<file path="src/ccp_pkg.sv">
// Shared constants and types for the configuration control pin block.
// Assumes a single 20 MHz clock domain with active-low asynchronous reset.
package ccp_pkg;

   localparam int          CCP_CLK_HZ       = 20000000;
   localparam int          CCP_PAGE_W       = 3;
   localparam int          CCP_PAGE_COUNT   = 8;
   localparam int          CCP_SYNC_STAGES  = 2;
   localparam int          CCP_INIT_CYCLES  = 16;
   localparam logic [2:0]  CCP_PAGE_RST     = 3'h0;
   localparam logic [4:0]  CCP_INIT_CNT_RST = 5'h00;
   localparam logic [4:0]  CCP_INIT_CNT_ONE = 5'h01;
   // Synchroniser idle pattern: clear_n, oe high; update, select_hi, user clock low; select_n high
   localparam logic [5:0]  CCP_SYNC_RST     = 6'h34;

   typedef enum logic [1:0] {
      CCP_SCH_PASSIVE_SERIAL = 2'b00,
      CCP_SCH_FAST_PARALLEL  = 2'b01,
      CCP_SCH_PARALLEL_ASYNC = 2'b10
   } ccp_scheme_e;

   typedef enum logic [2:0] {
      CCP_ST_IDLE   = 3'b000,
      CCP_ST_CONFIG = 3'b001,
      CCP_ST_INIT   = 3'b010,
      CCP_ST_USER   = 3'b011
   } ccp_state_e;

endpackage : ccp_pkg

</file>
<file path="src/ccp_sync_if.sv">
// Carries synchronised pin levels from the input stage to the controller.
// Assumes both ends share clk.
`timescale 1ns/10ps
interface ccp_sync_if;
   logic clear_n;
   logic oe;
   logic update_remote;
   logic select_n;
   logic select_hi;
   logic user_clk;
   modport src (output clear_n, oe, update_remote, select_n, select_hi, user_clk);
   modport dst (input  clear_n, oe, update_remote, select_n, select_hi, user_clk);
endinterface : ccp_sync_if

</file>
<file path="src/ccp_config_pins.sv">
// Configuration control pins: chip select, update source, page select,
// init-done, user start-up clock, device-wide output enable and clear.
// Assumes one 20 MHz clk; the config engine supplies phase strobes.
//
// Overview of operation
// - Selected only when select_n low, select high
// - Non-parallel-async schemes: selects undriven general I/O
// - After parallel-async, selects follow dual-purpose setting
// - Update source high remote, low local
// - Three-bit page select picks one of eight
// - Without upgrade mode, those pins are general I/O
// - Option enabled: init timed from user clock
// - Init-done undriven while request low, early config
// - Init-done low once option bit loaded
// - Init-done released at init end, user mode
// - Global output enable low tristates all I/O
// - Global clear low clears all registers
// - Disabled optional pin acts as general I/O
// - Disabled init-done pin undriven, weak pull-up
`timescale 1ns/10ps
module ccp_config_pins
   import ccp_pkg::*;
#(
   parameter int PAGE_W      = CCP_PAGE_W,
   parameter int INIT_CYCLES = CCP_INIT_CYCLES
)(
   // Clock and reset
   input  wire logic              clk,
   input  wire logic              reset_n,
   // Scheme and option settings
   input  wire logic [1:0]        config_scheme,
   input  wire logic              remote_upgrade_mode,
   input  wire logic              dual_purpose_keep,
   input  wire logic              opt_user_clock_en,
   input  wire logic              opt_init_done_en,
   input  wire logic              opt_global_oe_en,
   input  wire logic              opt_global_clear_en,
   // Configuration engine strobes
   input  wire logic              config_request_n,
   input  wire logic              option_bits_loaded,
   input  wire logic              config_data_done,
   input  wire logic              page_load,
   input  wire logic [PAGE_W-1:0] page_value,
   // Pins
   input  wire logic              config_select_n,
   input  wire logic              config_select,
   input  wire logic              update_source_select,
   input  wire logic              user_startup_clock,
   input  wire logic              global_output_enable,
   input  wire logic              global_clear_n,
   // Outputs
   output logic                   device_selected,
   output logic                   select_pins_oe,
   output logic                   update_remote,
   output logic                   update_pin_as_io,
   output logic [PAGE_W-1:0]      image_page_select,
   output logic [PAGE_W-1:0]      image_page_select_oe,
   output logic                   init_done_o,
   output logic                   init_done_oe,
   output logic                   init_done_pullup_en,
   output logic                   user_mode,
   output logic                   all_io_tristate,
   output logic                   all_regs_clear
);
   ccp_sync_if sync ();

   ccp_pin_sync u_sync (
      .clk                  (clk),
      .reset_n              (reset_n),
      .global_clear_n       (global_clear_n),
      .global_output_enable (global_output_enable),
      .update_source_select (update_source_select),
      .config_select_n      (config_select_n),
      .config_select        (config_select),
      .user_startup_clock   (user_startup_clock),
      .sync                 (sync)
   );

   ccp_state_e state_q;
   ccp_state_e state_d;
   logic [4:0] init_cnt_q;
   logic       uclk_prev_q;
   logic       option_done_q;

   // Decode
   wire is_ppa       = (config_scheme == CCP_SCH_PARALLEL_ASYNC);
   wire selected     = is_ppa && !sync.select_n && sync.select_hi;
   wire in_config    = (state_q == CCP_ST_CONFIG) || (state_q == CCP_ST_INIT);
   wire upgrade_on   = remote_upgrade_mode;
   // Internal source ticks every cycle; user clock counts its rising edges
   wire uclk_rise    = sync.user_clk && !uclk_prev_q;
   wire init_tick    = opt_user_clock_en ? uclk_rise : 1'b1;
   wire init_last    = (init_cnt_q == 5'(INIT_CYCLES - 1));
   wire init_drive   = opt_init_done_en && in_config && option_done_q;
   // Release on the edge that leaves config, not one cycle later
   wire next_cfg     = (state_d == CCP_ST_CONFIG) || (state_d == CCP_ST_INIT);

   always_comb begin
      state_d = state_q;
      unique case (state_q)
         CCP_ST_IDLE:   if (config_request_n) state_d = CCP_ST_CONFIG;
         CCP_ST_CONFIG: if (config_data_done) state_d = CCP_ST_INIT;
         CCP_ST_INIT:   if (init_tick && init_last) state_d = CCP_ST_USER;
         CCP_ST_USER:   state_d = CCP_ST_USER;
         default:       state_d = CCP_ST_IDLE;
      endcase
      if (!config_request_n)
         state_d = CCP_ST_IDLE;
   end

   always_ff @(posedge clk or negedge reset_n) begin
      if (!reset_n) begin
         state_q     <= CCP_ST_IDLE;
         init_cnt_q  <= CCP_INIT_CNT_RST;
         uclk_prev_q <= 1'b0;
      end else begin
         state_q     <= state_d;
         uclk_prev_q <= sync.user_clk;
         if (state_q != CCP_ST_INIT)
            init_cnt_q <= CCP_INIT_CNT_RST;
         else if (init_tick)
            init_cnt_q <= init_cnt_q + CCP_INIT_CNT_ONE;
      end
   end

   // Option bit arrives in the first data frame; lost on a new request
   always_ff @(posedge clk or negedge reset_n) begin
      if (!reset_n)
         option_done_q <= 1'b0;
      else if (!config_request_n)
         option_done_q <= 1'b0;
      else if (option_bits_loaded && state_q == CCP_ST_CONFIG)
         option_done_q <= 1'b1;
   end

   ccp_page_sel #(.PAGE_W(PAGE_W)) u_page (
      .clk        (clk),
      .reset_n    (reset_n),
      .upgrade_en (upgrade_on),
      .load       (page_load && upgrade_on),
      .page_in    (page_value),
      .page_o     (image_page_select),
      .page_oe    (image_page_select_oe)
   );

   // Registered outputs
   always_ff @(posedge clk or negedge reset_n) begin
      if (!reset_n) begin
         device_selected     <= 1'b0;
         select_pins_oe      <= 1'b0;
         update_remote       <= 1'b0;
         update_pin_as_io    <= 1'b1;
         init_done_o         <= 1'b0;
         init_done_oe        <= 1'b0;
         init_done_pullup_en <= 1'b1;
         user_mode           <= 1'b0;
         all_io_tristate     <= 1'b0;
         all_regs_clear      <= 1'b0;
      end else begin
         device_selected     <= selected && in_config;
         // Never driven during config; in parallel-async user mode follows dual-purpose setting
         select_pins_oe      <= (state_q == CCP_ST_USER) && is_ppa && dual_purpose_keep;
         update_remote       <= upgrade_on && sync.update_remote;
         update_pin_as_io    <= !upgrade_on;
         init_done_o         <= 1'b0;
         init_done_oe        <= init_drive && next_cfg;
         init_done_pullup_en <= !opt_init_done_en;
         user_mode           <= (state_d == CCP_ST_USER);
         all_io_tristate     <= opt_global_oe_en && !sync.oe;
         all_regs_clear      <= opt_global_clear_en && !sync.clear_n;
      end
   end

   // Assertions
   chk_sel_qualify: assert property (@(posedge clk) disable iff (!reset_n)
      device_selected |-> $past(is_ppa && !sync.select_n && sync.select_hi))
      else $error("selected without both chip selects active");
   chk_sel_undriven: assert property (@(posedge clk) disable iff (!reset_n)
      $past(in_config) |-> !select_pins_oe)
      else $error("chip select pins driven during configuration");
   chk_sel_scheme: assert property (@(posedge clk) disable iff (!reset_n)
      !is_ppa |=> !select_pins_oe && !device_selected)
      else $error("chip select pins used outside parallel async scheme");
   chk_sel_user: assert property (@(posedge clk) disable iff (!reset_n)
      (state_q == CCP_ST_USER && is_ppa) |=> select_pins_oe == $past(dual_purpose_keep))
      else $error("chip select pins ignore dual-purpose setting");
   chk_upd_source: assert property (@(posedge clk) disable iff (!reset_n)
      ##1 update_remote == $past(upgrade_on && sync.update_remote))
      else $error("update source not followed");
   chk_page_load: assert property (@(posedge clk) disable iff (!reset_n)
      (page_load && upgrade_on) |=> image_page_select == $past(page_value))
      else $error("page select not loaded");
   chk_page_drive: assert property (@(posedge clk) disable iff (!reset_n)
      upgrade_on |=> image_page_select_oe == '1)
      else $error("page pins not driven in upgrade mode");
   chk_page_oe: assert property (@(posedge clk) disable iff (!reset_n)
      !upgrade_on |=> image_page_select_oe == '0)
      else $error("page pins driven outside upgrade mode");
   chk_page_hold: assert property (@(posedge clk) disable iff (!reset_n)
      !upgrade_on |=> $stable(image_page_select))
      else $error("page select moved outside upgrade mode");
   chk_init_wait: assert property (@(posedge clk) disable iff (!reset_n)
      (state_q == CCP_ST_INIT && opt_user_clock_en && !uclk_rise && config_request_n)
         |=> state_q == CCP_ST_INIT && $stable(init_cnt_q))
      else $error("initialization advanced without user clock edge");
   chk_done_release: assert property (@(posedge clk) disable iff (!reset_n)
      !config_request_n |=> !init_done_oe)
      else $error("init done driven while request low");
   chk_done_low: assert property (@(posedge clk) disable iff (!reset_n)
      (init_drive && next_cfg) |=> init_done_oe && !init_done_o)
      else $error("init done not driven low after option load");
   chk_user_entry: assert property (@(posedge clk) disable iff (!reset_n)
      (state_q == CCP_ST_INIT && init_tick && init_last && config_request_n) |=> user_mode && !init_done_oe)
      else $error("user mode not entered at end of initialization");
   chk_user_release: assert property (@(posedge clk) disable iff (!reset_n)
      user_mode |-> !init_done_oe)
      else $error("init done held low in user mode");
   chk_oe_override: assert property (@(posedge clk) disable iff (!reset_n)
      (opt_global_oe_en && !sync.oe) |=> all_io_tristate)
      else $error("output enable override missed");
   chk_oe_follow: assert property (@(posedge clk) disable iff (!reset_n)
      (!opt_global_oe_en || sync.oe) |=> !all_io_tristate)
      else $error("outputs tristated without active override");
   chk_clr_override: assert property (@(posedge clk) disable iff (!reset_n)
      (opt_global_clear_en && !sync.clear_n) |=> all_regs_clear)
      else $error("global clear missed");
   chk_clr_follow: assert property (@(posedge clk) disable iff (!reset_n)
      (!opt_global_clear_en || sync.clear_n) |=> !all_regs_clear)
      else $error("registers cleared without active override");
   chk_pullup_off: assert property (@(posedge clk) disable iff (!reset_n)
      !opt_init_done_en |=> init_done_pullup_en && !init_done_oe)
      else $error("disabled pin not released with pull-up");

   cov_user_entry: cover property (@(posedge clk) disable iff (!reset_n) $rose(user_mode));
   cov_done_rise:  cover property (@(posedge clk) disable iff (!reset_n) $fell(init_done_oe) && user_mode);
   cov_user_clk:   cover property (@(posedge clk) disable iff (!reset_n) opt_user_clock_en && $rose(user_mode));
   cov_remote:     cover property (@(posedge clk) disable iff (!reset_n) update_remote);
   cov_done_drive: cover property (@(posedge clk) disable iff (!reset_n) $rose(init_done_oe));

endmodule : ccp_config_pins

</file>
<file path="src/ccp_page_sel.sv">
// Holds the image page select and its output enable.
// Assumes load strobe from the controller on clk.
`timescale 1ns/10ps
module ccp_page_sel
   import ccp_pkg::*;
#(
   parameter int PAGE_W = CCP_PAGE_W
)(
   // Clock and reset
   input  wire logic              clk,
   input  wire logic              reset_n,
   // Control
   input  wire logic              upgrade_en,
   input  wire logic              load,
   input  wire logic [PAGE_W-1:0] page_in,
   // Pin drive
   output logic      [PAGE_W-1:0] page_o,
   output logic      [PAGE_W-1:0] page_oe
);
   always_ff @(posedge clk or negedge reset_n) begin
      if (!reset_n) begin
         page_o  <= PAGE_W'(CCP_PAGE_RST);
         page_oe <= '0;
      end else begin
         if (load)
            page_o <= page_in;
         page_oe <= {PAGE_W{upgrade_en}};
      end
   end
endmodule : ccp_page_sel

</file>
<file path="src/ccp_pin_sync.sv">
// Two-flop synchronisers for all asynchronous control pins.
// Assumes pins are unrelated to clk.
`timescale 1ns/10ps
module ccp_pin_sync
   import ccp_pkg::*;
(
   // Clock and reset
   input  wire logic clk,
   input  wire logic reset_n,
   // Raw pins
   input  wire logic global_clear_n,
   input  wire logic global_output_enable,
   input  wire logic update_source_select,
   input  wire logic config_select_n,
   input  wire logic config_select,
   input  wire logic user_startup_clock,
   // Synchronised levels
   ccp_sync_if.src   sync
);
   localparam int N = 6;
   logic [N-1:0] meta_q;
   logic [N-1:0] stab_q;
   wire  [N-1:0] raw = {global_clear_n, global_output_enable, update_source_select,
                        config_select_n, config_select, user_startup_clock};

   // Idle levels chosen inactive, so no spurious clear or clock edge after reset
   always_ff @(posedge clk or negedge reset_n) begin
      if (!reset_n) begin
         meta_q <= CCP_SYNC_RST;
         stab_q <= CCP_SYNC_RST;
      end else begin
         meta_q <= raw;
         stab_q <= meta_q;
      end
   end

   assign sync.clear_n       = stab_q[5];
   assign sync.oe            = stab_q[4];
   assign sync.update_remote = stab_q[3];
   assign sync.select_n      = stab_q[2];
   assign sync.select_hi     = stab_q[1];
   assign sync.user_clk      = stab_q[0];

endmodule : ccp_pin_sync

</file>
<file path="config.mk">
export PLATFORM = sky130hd
export DESIGN_NAME = ccp_config_pins
export DESIGN_NICKNAME = d
export VERILOG_FILES = /design/src/ccp_pkg.sv /design/src/ccp_sync_if.sv /design/src/ccp_config_pins.sv /design/src/ccp_page_sel.sv /design/src/ccp_pin_sync.sv
export SDC_FILE = /design/constraint.sdc
export NUM_CORES = 1
export LEC_CHECK = 0
export ABC_AREA = 1
export BUFFER_PORTS_ARGS = -buffer_cell sky130_fd_sc_hd__buf_2
export CAP_MARGIN = 15
export CORE_MARGIN = 4
export CORE_UTILIZATION = 44
export DETAILED_ROUTE_END_ITERATION = 6
export PLACE_DENSITY = 0.72
export SYNTH_ARGS = -nofsm -noshare
export SYNTH_HDL_FRONTEND = slang
export SYNTH_HIERARCHICAL = 1
export SYNTH_SLANG_ARGS = --single-unit
</file>
<file path="constraint.sdc">
create_clock -name clk -period 1.1 [get_ports clk]
set_input_delay 0.33 -clock clk [delete_from_list [all_inputs] [get_ports clk]]
set_output_delay 0.33 -clock clk [all_outputs]
set_load 0.1 [all_outputs]
</file>
==> reports/results.ini <==
[run_status]
status = complete, but fails checks
violations = negative setup slack

[global_route]
grt.total_usage = 0.144
grt_pass1_wl_um = 3870
grt_antenna_before_repair = 0
grt_max_degree = 27
grt_pass1_vias = 919
grt_overflow = 0

[placed_design]
dp.cells = 184
postPlaceCellArea_um2 = 1770
place_hpwl_um = 1810
place.gp.congestion = 0.782
io_buffers = 37

[die]
die_h_um = 61.9
placementRows = 19
core-area_um2 = 2760
die_w_um = 61.9
die_area_um2 = 3830
ios = 39
initial_core_util = 0.463

[synthesis]
synth_top_area_cell = dfrtp_1
ys_seq_area_frac = 0.694
synth_top_area_frac = 0.529
synth_cell_types = 25
netlist_instances = 115
ys_ff_latch = 35
synth_area_leaders = dfrtp_1 (53%), dfstp_2 (16%), nand2_1 (7.4%)
yosysWarnings = 6
synth.avg_cell_area_um2 = 11.1
syn_area_um2 = 1280

[route]
wl_met3_um = 190
dr_wl_met2_um = 1280
viasPerCell = 4.75
vias = 940
drt-pass1-iter-count = 4
post_drt_wl_per_cell_um = 12.5
drt_iter0_drc = 8
m1WireLength_um = 976
drc_errors = 0
ant_nets = 0
routed_wl_um = 2480
dr.max_layer_used = met4

[final_layout]
stdcell_area_um2 = 1910
drive_gt1_frac = 0.521
fin_cells = 198
syn_to_final_growth_pct = 49.8
antenna_cells = 0
layout_common_cells = nand2_1 (22), buf_2 (22), dfrtp_1 (16), buf_12 (16), inv_1 (13)
utilization = 0.693
nets = 191

[timing]
fin_crit_ps = 1470
max_freq_mhz = 680
fin_skew_ps = 6.60
drv_slew = 0
finalWorstSetupSlack_ps = -371
setup_viol = 19
fin_setup_tns_ps = -3640
grt_setup_unrepaired = yes
hold_viol = 0
period_share = 1.34

[clock_network]
path_clk_slew_ps = 110
h-tree-depth = 2
cts_buffers = 5
cts_tree = yes
clock_latency_ps = 340
cts_root_buf = clkbuf_4
clock_path_buffers = 2
numClockSinks = 35

[critical_path]
critPathMaxFanout = 1
reg2reg_from = init_cnt_q[0]
crit_family = flip-flops
r2r_slack_ps = -120
start_kind = flop
crit_chain = buf_12
r2r-end = init_done_oe
timing.critical_path.buf_inv = 1
cp_slowest_cell = dfstp_4
required_ps = 770
max_stage_delay_ps = 640
arrival_ps = 1140
rr_worst_depth = 7
worstSetupEndpointType = output pin
critPathKind = flop to output pin

[power]
p_per_area_nw_per_um2 = 1480
leakage_nw = 0.933
ir_drop_v = 0.00132
p_total_mw = 2.83

[hold_path]
min_to = u_sync/meta_q[4]
hold_depth = 1
hp-start = global_output_enable
worstHoldPathType = input pin to flop

[job]
drv_cap = 0

[per-layer routing]
metal	track usage	vias to the layer above
met5	0	-
met4	0.0576	0
met3	0.0558	6
met2	0.242	38
met1	0.165	437
li1	-	459
[kinds of logic (layout without fill, tap and decap cells)]
family	after synthesis	count (layout)	synth area share
other	1	2	0.00294
buffers and inverters	22	73	0.0735
and+or+nand+nor	44	44	0.159
AOI/OAI and AO/OA	11	11	0.0510
DFF	35	35	0.694
adders and majority gates	2	2	0.0196
[worst max-delay path by stage]
stage	start	endpoint	slack (ps)	cells after the start
3_3_place_gp	init_cnt_q[1]	init_done_oe	-60	7
6_report	init_done_pullup_en	init_done_pullup_en	-370	1
4_1_cts	update_pin_as_io	update_pin_as_io	-400	1
3_5_place_dp	init_cnt_q[1]	init_done_oe	-80	7
2_1_floorplan	u_page/page_oe[0]	image_page_select_oe[1]	-120	1
5_1_grt	update_pin_as_io	update_pin_as_io	-420	1
[layout make-up]
cell class              instances  area (µm²)
clock buffers                   5        37.5
clock inverters                 3        43.8
fillers                       211         846
inverters                      19        71.3
multi-input cells              59         318
flip-flops and latches         35         910
well taps                      31        38.8
repair buffers                 46         493
[sequential cells by signal (all words and copies together) (netlist names), 3 cells and up]
signal	flops
u_sync/meta_q	6
u_sync/stab_q	6
init_cnt_q	5
state_q	3
u_page/page_o	3
[power breakdown]
group | switching, mW | internal (mW)
clock | 0.434 | 0.478
sequential | 0.0400 | 1.36
combinational | 0.336 | 0.177
[stage by stage]
step                setup WS [ps]  hold WS [ps]
floorplan                    -121          34.4
global placement            -57.8           209
detailed placement          -81.8           216
CTS                          -398          64.6
global route                 -423          51.2
finish                       -371          85.3
[synth_stat cells, drive strengths merged]
master and number:
a21oi 5, nor2 5, dfstp 8, nor4 1, inv 18, dfrtp 27
nand4 3, o21ai 3, nor3 2, ha 2, o22ai 1, buf 3
and3 1, conb 1, a21boi 2, clkinv 1, nand3 6, nand2 26
[timing repair]
item                                    CTS  global route
endpoints found under the hold margin     8             0
endpoints found under the setup margin   20            23
resized for setup                         0             7
hold buffers                              1             0
pin swaps                                 1             3
cloned                                    0             0
setup buffers                             3             3
No activity file was read; power rests on OpenSTA's default activity.
